--- src/verilog/spl_range_cmp.sv ---
// Inclusive signed window compare of one position against both limits.
// Assumes limits already clipped to the legal range.
`timescale 1ns/1ns
module spl_range_cmp (
    // Compared values
    input  wire logic signed [23:0] pos_in,
    input  wire logic signed [23:0] lower_in,
    input  wire logic signed [23:0] upper_in,
    // Result
    output logic                    below_out,
    output logic                    above_out
);
    // Equal to a limit counts as inside
    assign below_out = pos_in < lower_in;
    assign above_out = pos_in > upper_in;
endmodule

--- config.mk ---
export PLATFORM = sky130hd
export DESIGN_NAME = spl_range_cmp
export DESIGN_NICKNAME = d
export VERILOG_FILES = /design/src/verilog/spl_range_cmp.sv
export SDC_FILE = /design/constraint.sdc
export NUM_CORES = 1
export LEC_CHECK = 0
export BUFFER_PORTS_ARGS = -buffer_cell sky130_fd_sc_hd__clkbuf_2
export CELL_PAD_IN_SITES_DETAIL_PLACEMENT = 1
export CELL_PAD_IN_SITES_GLOBAL_PLACEMENT = 1
export CORE_MARGIN = 2
export CORE_UTILIZATION = 31
export DETAILED_ROUTE_END_ITERATION = 10
export PLACE_DENSITY_LB_ADDON = 0.25
export SLEW_MARGIN = 20
export SYNTH_ARGS = -nofsm -noshare
export SYNTH_HDL_FRONTEND = slang
export SYNTH_SLANG_ARGS = --single-unit
--- constraint.sdc ---
create_clock -name vclk -period 2.4
set_input_delay 0.24 -clock vclk [all_inputs]
set_output_delay 0.24 -clock vclk [all_outputs]
set_load 0.05 [all_outputs]
# After elaboration in Yosys (flattened, before gate mapping)
# Index checks and enable logic that the tools add are counted.
[op_classes] n_lt_le_gt_ge=2
[op_table] op="$gt A24 B24 Y1" n=1
[op_table] op="$lt A24 B24 Y1" n=1
[totals] register_bits=0 in_bits=72 elab_cells=2

# Logic depth before layout (Yosys ltp)
# Gate-level depths: netlist of run 1.
[logic_depth] depth_word=1 mapped_depth=8 mapped_depth_nobuf=8

# Least setup slack after synthesis of run 1
# OpenSTA, ideal clock, no wires.
[synth_path] kind="input port to output port" from="input upper_in[1]" to="output above_out" arrival_ns=2.292 required_time_ns=2.160 slack_ns=-0.132 stages=8 cell_sequence="inv_1 -> ha_1 -> nor2b_4 -> o211ai_2 -> a21oi_1 -> o31a_1 -> nor4_2 -> mux2i_1"
[synth_between] elab_chain_cells=1
[synth_lines] item="start, declared" line="8" rtl="input wire logic signed [23:0] upper_in,"
[synth_lines] item="$gt A24 B24 Y1" line="15" rtl="assign above_out = pos_in > upper_in;"
[synth_lines] item="end, declared" line="11" rtl="output logic above_out"
# No other way between the ends.

# Worst setup path in the final report of run 1
[layout_path] from="input pos_in[1]" to="output above_out"
[layout_between] elab_chain_cells=1
[layout_lines] item="start, declared" line="6" rtl="input wire logic signed [23:0] pos_in,"
[layout_lines] item="$gt A24 B24 Y1" line="15"
# No other way between the ends.

==> results of run 1 <==
power by group through the flow:
stage	combinational [mW]	sequential, mW	clock (mW)
floorplan	0.163	0	0
global placement	0.276	0	0
detailed placement	0.282	0	0
CTS	0.284	0	0
global route	0.322	0	0
finish	0.278	0	0
worst min path at each step:
| stage | from | end | slack [ns] |
|---|---|---|---|
| after global routing | pos_in[23] | above_out | 1.07 |
| after floorplan | pos_in[23] | above_out | 0.86 |
| final | pos_in[23] | above_out | 1.04 |
| after CTS | pos_in[23] | above_out | 1.05 |
| after global placement | pos_in[23] | above_out | 1.04 |
| after detailed placement | pos_in[23] | above_out | 1.05 |
stage by stage:
step / cell area, um2 / cells / utilization
finish: 1660 / 290 / 0.447
global route: 1660 / 290 / 0.447
CTS: 1660 / 290 / 0.447
detailed placement: 1660 / 290 / 0.447
global placement: 1660 / 290 / 0.447
floorplan: 1220 / 168 / -
area by class of cell:
cell class	count	share of cell area
timing repair buffer	74	0.232
tap	48	0.0361
inverter	47	0.106
multi-input combinational	121	0.626
critical path, stage by stage:
cell      delay [ns]
clkbuf_2        0.10
ha_1            0.31
nor2b_4         0.13
o211ai_2        0.13
a21oi_1         0.08
o31a_1          0.29
nor4_2          0.31
mux2i_2         0.30
buf_12          0.17
routing by layer:
metal,vias to the layer above,global-route usage,share of wire
li1,737,-,-
met4,0,0,0
met3,0,0.00507,0.060
met1,628,0.180,0.44
met5,-,0,0
met2,47,0.306,0.50
cells by family after synthesis:
family / after synthesis / share of synthesized area
AND/OR/NAND/NOR: 34 / 0.158
multiplexers: 1 / 0.00826
AO/OA/AOI/OAI: 39 / 0.203
adder cells (fa/ha/maj): 47 / 0.485
buffers and inverters: 47 / 0.146
cells in the final DEF (no fill, tap or decap), drive strengths merged:
cell type and count:
nor2b 2, nor3 1, o211ai 1, and4 1, a221o 1, nand4 9, a2111oi 2, nand2 5
a21o 6, mux2i 1, buf 1, clkbuf 73, inv 47, o22ai 1, a31oi 1, nor4 2
nand3 7, o31a 1, a21oi 17, a21boi 2, o21ai 7, nor2 6, or2 1, ha 47
==> Flow_metrics.wiki, run 1 <==
{| class="wikitable"
! Metric !! Value
|-
| Total of endpoints with negative setup slack in the final report || 0
|-
| Fraction of synthesized cell area taken by the top area cell type || 0.485
|-
| Routed wire length || 3200 um
|-
| Relative max-transition margin || 0.676
|-
| Worst Path Arrival || 2.06 ns
|-
| Data required, critical path || 2.16 ns
|-
| Worst setup endpoint || above_out
|-
| Pwr per Cell Area || 167 mW/mm2
|-
| Multi-input logic area || 0.00104 mm2
|-
| Number of diodes added for antenna fixing || 0
|-
| Post-detailed-route count of antenna-violating nets || 0
|-
| Startpoint of the worst setup timing path || pos_in[1]
|-
| Count of clock buffers in the final design || 0
|-
| Unrepaired setup endpoints after global routing || no
|-
| Seq/Total Area, Yosys || 0
|-
| Wire length of the first global-routing pass || 5480 um
|-
| Run status || finished clean
|-
| Post-Place Setup Slack || 0.106 ns
|-
| Final count of hold timing violations || 0
|-
| Final worst slack || 0.103 ns
|-
| Number of placement rows || 22
|-
| Share of layout cells above drive strength 1 || 0.331
|-
| Nature of the critical path endpoint || primary output
|-
| Post-synthesis net count || 287
|-
| Placed wire-length estimate || 3200 um
|-
| GRT Residual Overflow || 0
|-
| Top cell type by total area after synthesis || ha_1
|-
| Drt pass-1 iters || 2
|-
| Cell internal power dissipation || 0.138 mW
|-
| Tot GR Track Use || 0.150
|-
| Core Region || 0.00372 mm2
|-
| Via count of the first global-routing pass || 1,419
|-
| GP Congestion || 0.845
|-
| Min Clock Period, post-route || 2.30 ns
|-
| Net switching power || 0.140 mW
|-
| PortBufs || 74
|-
| Largest vdd supply drop || 48.4 uV
|-
| Unique cell type count in the Yosys netlist || 26
|-
| Number of instances on the worst hold path || 4
|-
| Starting Density || 0.326
|-
| Slew at the pin with the worst max-slew slack || 0.474 ns
|-
| Storage cell area || 0 um2
|-
| Share of the clock period used by the worst path after layout || 0.957
|-
| Pwr Total || 0.278 mW
|-
| Number of nets in the final layout || 363
|-
| Number of slew-limit violations in the final report || 0
|-
| Routed vias/inst || 4.87
|-
| Number of antenna violations at the first check in global routing || 0
|-
| Critical path class || primary input to primary output
|-
| Gate Count Post-Synth || 168
|-
| Part of the total power dissipated in sequential elements || 0
|-
| Share of power burned in combinational logic || 1.000
|-
| Pin count of the biggest net entering global routing || 5
|-
| Worst-path fanout max || 2
|-
| # Max-Cap Violations || 0
|-
| Width of the die || 66.5 um
|-
| Mapped cell area || 0.00121 mm2
|-
| Highest clock frequency the design can meet || 0.435 GHz
|-
| Final-layout worst hold slack || 1.04 ns
|-
| Hold buffer count at CTS || 0
|-
| Number of top-level design ports || 74
|-
| Area growth from synthesis to layout || 37.0%
|-
| Resize count post-CTS || 0
|-
| Average instance area after synthesis || 7.22 um2
|-
| Path type of the worst min-delay path || primary input to primary output
|-
| Setup repair bufs after CTS || 0
|-
| Layout filler cell count || 514
|-
| Count of vias placed by the detailed router || 1,412
|-
| WL per Instance || 11.0 um
|-
| Die height || 66.5 um
|-
| Setup TNS || 0 ns
|-
| Starting DRT DRC Count || 7
|-
| Commonest cells in the netlist || ha_1 (47), inv_1 (47), a21oi_1 (17)
|-
| Biggest area contributors in the synthesized netlist || ha_1 (49%), inv_1 (15%), a21oi_1 (7.0%)
|-
| Synth warnings || 0
|-
| Die Outline Area || 0.00443 mm2
|-
| Share of power burned in the clock network || 0
|-
| Switching part of the total || 0.504
|-
| Static Leak || 1.07 nW
|-
| Sequential cell count || 0
|-
| Type of element launching the critical path || primary input
|-
| DRC Markers || 0
|}
Power figures use the tool's default switching activity.
==> run 2, diff against run 1 <==
CORE_ASPECT_RATIO = 0.75   (was unset)
==> run 2 against run 1 <==
Against the previous run: non-clock buffer count is 1 higher; flip-flop and latch count stayed put; combinational power rose by 4%; cell area increased by 3.2%; hold slack worse by 0.045 ns; wire length is 4.6% higher.
==> Flow_metrics.wiki, run 2 (synthesis results as in run 1) <==
{| class="wikitable"
! Metric !! Value
|-
| Cell internal power dissipation || 0.145 mW (+5.0%)
|-
| Static Leak || 1.08 nW (+0.77%)
|-
| Type of element launching the critical path || primary input
|-
| Share of power burned in the clock network || 0 (unchanged)
|-
| Highest clock frequency the design can meet || 0.435 GHz (about the same)
|-
| Part of the total power dissipated in sequential elements || 0 (unchanged)
|-
| Min Clock Period, post-route || 2.30 ns (+0.00170 ns)
|-
| Number of diodes added for antenna fixing || 0 (unchanged)
|-
| Placed wire-length estimate || 3260 um (+2.0%)
|-
| Via count of the first global-routing pass || 1,406 (-0.92%)
|-
| Die Outline Area || 0.00443 mm2 (+0.11%)
|-
| Starting Density || 0.327 (+0.000660)
|-
| Pin count of the biggest net entering global routing || 5 (unchanged)
|-
| Commonest non-fill, non-tap cell in the layout || clkbuf_2
|-
| Nature of the critical path endpoint || primary output
|-
| Die height || 58.2 um (-13%)
|-
| WL per Instance || 11.4 um (+2.8%)
|-
| Number of antenna violations at the first check in global routing || 0 (unchanged)
|-
| Area growth from synthesis to layout || 41.5%
|-
| Most used cells in the layout excluding fill and tap cells || clkbuf_2 (73), inv_1 (47), ha_1 (46), a21oi_1 (15), nand4_1 (9)
|-
| Finished Layout Cells || 295 (+1.7%)
|-
| Post-detailed-route count of antenna-violating nets || 0 (unchanged)
|-
| PortBufs || 74 (unchanged)
|-
| Count of vias placed by the detailed router || 1,370 (-3.0%)
|-
| Share of the clock period used by the worst path after layout || 0.958 (about the same)
|-
| DRC Markers || 0 (unchanged)
|-
| Final-layout worst hold slack || 0.995 ns (-0.0445 ns)
|-
| Routed vias/inst || 4.64 (-4.6%)
|-
| Hold buffer count at CTS || 0 (unchanged)
|-
| Number of nets in the final layout || 364 (+0.28%)
|-
| Slew at the pin with the worst max-slew slack || 0.399 ns (-0.0751 ns)
|-
| Width of the die || 76.2 um (+15%)
|-
| Largest vdd supply drop || 71.0 uV (+47%)
|-
| Tot GR Track Use || 0.159 (+0.00954)
|-
| Number of top-level design ports || 74 (unchanged)
|-
| Net switching power || 0.145 mW (+3.5%)
|-
| Total of endpoints with negative setup slack in the final report || 0 (unchanged)
|-
| Sequential cell count || 0 (unchanged)
|-
| Number of placement rows || 19 (-14%)
|-
| Final count of hold timing violations || 0 (unchanged)
|-
| Number of instances on the worst hold path || 4 (unchanged)
|-
| Post-placement cell count || 294 (+1.4%)
|-
| Pwr per Cell Area || 169 mW/mm2 (+0.94%)
|-
| GP Congestion || 0.744 (-12%)
|-
| Switching part of the total || 0.501 (-0.00358)
|-
| Data required, critical path || 2.16 ns (about the same)
|-
| Share of layout cells above drive strength 1 || 0.354 (+0.0233)
|-
| Worst Path Arrival || 2.06 ns (about the same)
|-
| # Max-Cap Violations || 0 (unchanged)
|-
| Path type of the worst min-delay path || primary input to primary output
|-
| Critical path class || primary input to primary output
|-
| Drt pass-1 iters || 3 (+1)
|-
| Share of power burned in combinational logic || 1.000 (about the same)
|-
| Relative max-transition margin || 0.733 (+0.0577)
|-
| Routed wire length || 3350 um (+4.6%)
|-
| Count of clock buffers in the final design || 0 (unchanged)
|-
| Wire length of the first global-routing pass || 6020 um (+9.9%)
|-
| Core Region || 0.00371 mm2 (-0.20%)
|-
| Run status || finished clean
|-
| Worst-path fanout max || 3 (+1)
|-
| Starting DRT DRC Count || 31 (+24)
|-
| Storage cell area || 0 um2 (unchanged)
|-
| Number of slew-limit violations in the final report || 0 (unchanged)
|-
| GRT Residual Overflow || 0 (unchanged)
|}
run 2: cell count changes in the layout (fill, tap and decap cells not counted), sizes merged:
| cell | before | now |
|---|---|---|
| buf | 1 | 2 |
run 2: final timing paths:
kind / from / to
worst max-delay path: pos_in[22] / above_out
worst min-delay path: pos_in[23] / above_out
run 2: per-stage QoR:
step,setup slack [ns],TNS [ns],total power [mW],utilization,cell area (um2)
2_1_floorplan,0.0761,0,0.163,-,1220
5_1_grt,-0.0132,-0.0132,0.336,0.463,1720
4_1_cts,0.0646,0,0.283,0.449,1670
3_3_place_gp,0.128,0,0.275,0.449,1670
3_5_place_dp,0.0860,0,0.281,0.449,1670
6_report,0.101,0,0.290,0.463,1720
run 2: power groups by stage:
stage | Sequential (mW) | Clock (mW) | Combinational (mW)
6_report | 0 | 0 | 0.290
5_1_grt | 0 | 0 | 0.336
3_5_place_dp | 0 | 0 | 0.281
4_1_cts | 0 | 0 | 0.283
2_1_floorplan | 0 | 0 | 0.163
3_3_place_gp | 0 | 0 | 0.275
run 2: worst max-delay path, stage by stage:
cell and delay [ns]:
clkbuf_2 0.10, ha_1 0.34, nand4_1 0.16, nor2_1 0.07
a221o_2 0.38, nor4_4 0.29, mux2i_2 0.30, buf_12 0.17
run 2: repair_timing:
action	in CTS	in global routing
endpoints found under the setup margin	0	1
gates resized for setup	0	8
buffers inserted	0	1
run 2: final cells by class:
class	count	area [um2]
Timing Repair Buffer	75	393
Multi-Input combinational cell	121	1080
Inverter	47	176
Fill cell	518	1990
Tap cell	52	65.1
run 2: metal layers:
metal	vias up	GRT usage	wire length [um]
met2	39	0.277	1450
li1	738	-	-
met3	0	0.0156	186
met4	0	0	0
met5	-	0	0
met1	593	0.229	1710
==> run 3, diff against run 2 <==
ABC_AREA = 1   (was unset)
CORE_UTILIZATION = 30   (was 31)
==> run 3 against run 2 <==
Against the previous run: core utilization is 3.5 points lower; die area grew 13%; final cell count increased by 20%; non-clock buffer count decreased by 1; combinational power grew 2%; critical path depth grew 2; count of clock-buffer cells in the layout is the same; worst setup slack better by 0.36 ns; critical endpoint unchanged.
==> Flow_metrics.wiki, run 3 <==
{| class="wikitable"
! Metric !! Value
|-
| Compound-gate portion of the synthesized area || 0.112 (-0.0910)
|-
| Cell internal power dissipation || 0.131 mW (-9.3%)
|-
| Biggest area contributors in the synthesized netlist || ha_1 (44%), nand2_1 (18%), inv_1 (18%)
|-
| Number of slew-limit violations in the final report || 0 (unchanged)
|-
| Mapped cell area || 0.00134 mm2 (+10%)
|-
| Share of layout cells above drive strength 1 || 0.273 (-0.0806)
|-
| Setup repair bufs after CTS || 0 (unchanged)
|-
| Run status || finished clean
|-
| Routed vias/inst || 4.42 (-4.8%)
|-
| Number of diodes added for antenna fixing || 0 (unchanged)
|-
| Die height || 61.8 um (+6.3%)
|-
| Seq/Total Area, Yosys || 0 (unchanged)
|-
| Sequential cell count || 0 (unchanged)
|-
| Min Clock Period, post-route || 1.94 ns (-0.356 ns)
|-
| GRT Residual Overflow || 0 (unchanged)
|-
| Post-Synth XOR/XNOR Area || 0 (unchanged)
|-
| Commonest non-fill, non-tap cell in the layout || clkbuf_2
|-
| Highest clock frequency the design can meet || 0.515 GHz (+18%)
|-
| HP Start || pos_in[23]
|-
| Resize count post-CTS || 0 (unchanged)
|-
| Most used cells in the layout excluding fill and tap cells || clkbuf_2 (74), nand2_1 (64), inv_1 (63), ha_1 (47), a21oi_1 (18)
|-
| Drt pass-1 iters || 4 (+1)
|-
| Largest vdd supply drop || 49.7 uV (-30%)
|-
| Unique cell type count in the Yosys netlist || 16 (-38%)
|-
| Die Outline Area || 0.00501 mm2 (+13%)
|-
| Share of the clock period used by the worst path after layout || 0.810 (-0.148)
|-
| Final count of hold timing violations || 0 (unchanged)
|-
| Number of top-level design ports || 74 (unchanged)
|-
| Switching part of the total || 0.555 (+0.0546)
|-
| PortBufs || 74 (unchanged)
|-
| Post-detailed-route count of antenna-violating nets || 0 (unchanged)
|-
| Width of the die || 81.1 um (+6.4%)
|-
| WL per Instance || 10.0 um (-12%)
|-
| Unrepaired setup endpoints after global routing || no
|-
| Number of antenna violations at the first check in global routing || 0 (unchanged)
|-
| Count of vias placed by the detailed router || 1,570 (+15%)
|-
| Final worst slack || 0.457 ns (+0.356 ns)
|-
| Data required, critical path || 2.16 ns (about the same)
|-
| Share of synthesized area spent on multiplexers || 0 (-0.00826)
|-
| Path type of the worst min-delay path || primary input to primary output
|-
| Synth warnings || 0 (unchanged)
|-
| Share of power burned in combinational logic || 1.000 (about the same)
|-
| Most instantiated library cell after synthesis || nand2_1
|-
| Average instance area after synthesis || 5.92 um2 (-18%)
|-
| Critical path class || primary input to primary output
|-
| Routed wire length || 3560 um (+6.4%)
|-
| Post-synthesis net count || 345 (+20%)
|-
| Storage cell area || 0 um2 (unchanged)
|-
| Part of the total power dissipated in sequential elements || 0 (unchanged)
|-
| Count of clock buffers in the final design || 0 (unchanged)
|-
| Static Leak || 1.25 nW (+16%)
|-
| Total of endpoints with negative setup slack in the final report || 0 (unchanged)
|-
| Type of element launching the critical path || primary input
|-
| GP Congestion || 0.760 (+2.1%)
|-
| Gate Count Post-Synth || 226 (+35%)
|-
| Area growth from synthesis to layout || 32.8%
|-
| Pin count of the biggest net entering global routing || 5 (unchanged)
|-
| Area share of fa/ha/maj cells after synthesis || 0.440 (-0.0454)
|-
| Via count of the first global-routing pass || 1,523 (+8.3%)
|-
| Worst Path Arrival || 1.70 ns (-0.36 ns)
|-
| Core Region || 0.00415 mm2 (+12%)
|-
| Worst setup endpoint || above_out
|-
| Starting DRT DRC Count || 23 (-26%)
|-
| Simple logic cell fraction of the synthesized area || 0.268 (+0.111)
|-
| DRC Markers || 0 (unchanged)
|-
| Setup TNS || 0 ns (unchanged)
|-
| Hold buffer count at CTS || 0 (unchanged)
|-
| # Max-Cap Violations || 0 (unchanged)
|-
| Commonest cells in the netlist || nand2_1 (64), inv_1 (63), ha_1 (47)
|-
| Post-Place Setup Slack || 0.470 ns (+0.384 ns)
|-
| Tot GR Track Use || 0.145 (-0.0144)
|-
| Net switching power || 0.164 mW (+13%)
|-
| Number of placement rows || 20 (+1)
|-
| Worst-path fanout max || 2 (-1)
|-
| Relative max-transition margin || 0.808 (+0.0750)
|-
| Slew at the pin with the worst max-slew slack || 0.289 ns (-0.111 ns)
|-
| Share of the core filled with cells || 0.428 (-0.0348)
|-
| Nature of the critical path endpoint || primary output
|-
| Placed wire-length estimate || 3500 um (+7.4%)
|-
| Dominant combinational cell family by area after synthesis || adder cells
|-
| Startpoint of the worst setup timing path || pos_in[21]
|-
| Starting Density || 0.322 (-0.00494)
|-
| Top cell type by total area after synthesis || ha_1
|-
| Pwr per Cell Area || 166 mW/mm2 (-1.7%)
|-
| Share of power burned in the clock network || 0 (unchanged)
|-
| Number of nets in the final layout || 421 (+16%)
|-
| Fraction of synthesized cell area taken by the top area cell type || 0.440 (-0.0454)
|-
| Wire length of the first global-routing pass || 5940 um (-1.4%)
|}
## run 3: how the worst min path moves through the flow
stage	to	cells after the start
6_report	below_out	6
3_5_place_dp	below_out	6
4_1_cts	below_out	6
3_3_place_gp	below_out	6
2_1_floorplan	above_out	4
5_1_grt	below_out	6
## run 3: final cells by class
type               instances  area [um2]
fillers                  623        2380
multi-input cells        162        1100
repair buffers            74         370
inverters                 64         240
well taps                 55        68.8
## run 3: metal layers
| layer | GRT usage | up-vias | wire length, um |
|---|---|---|---|
| met5 | 0 | - | 0 |
| met4 | 0 | 0 | 0 |
| met3 | 0.00289 | 0 | 156 |
| met2 | 0.311 | 39 | 1790 |
| met1 | 0.172 | 688 | 1620 |
| li1 | - | 843 | - |
## run 3: kinds of logic (layout without fill, tap and decap cells)
group | after synthesis | in the layout
AND/OR/NAND/NOR | 89 | 89
buffers and inverters | 64 | 138
adder cells (fa/ha/maj) | 47 | 47
AO/OA/AOI/OAI | 26 | 26
## run 3: through the flow
step,power [mW],cell area (um2),hold WS (ns),std cells
CTS,0.302,1780,1.18,355
global route,0.346,1780,1.21,355
detailed placement,0.300,1780,1.18,355
finish,0.295,1780,1.18,355
global placement,0.289,1780,1.16,355
floorplan,0.183,1340,0.963,226
## run 3: power by group through the flow
| stage | Clock [mW] | Sequential [mW] | Combinational [mW] |
|---|---|---|---|
| global placement | 0 | 0 | 0.289 |
| global route | 0 | 0 | 0.346 |
| finish | 0 | 0 | 0.295 |
| detailed placement | 0 | 0 | 0.300 |
| floorplan | 0 | 0 | 0.183 |
| CTS | 0 | 0 | 0.302 |
## run 3: critical path, stage by stage
cell and delay [ns]:
clkbuf_2 0.10, ha_1 0.30, a21oi_1 0.22, o21ai_0 0.12, nor2_2 0.14, nand2_1 0.07, nor2_1 0.08, nor2_1 0.05
nor2_1 0.10, clkbuf_2 0.28
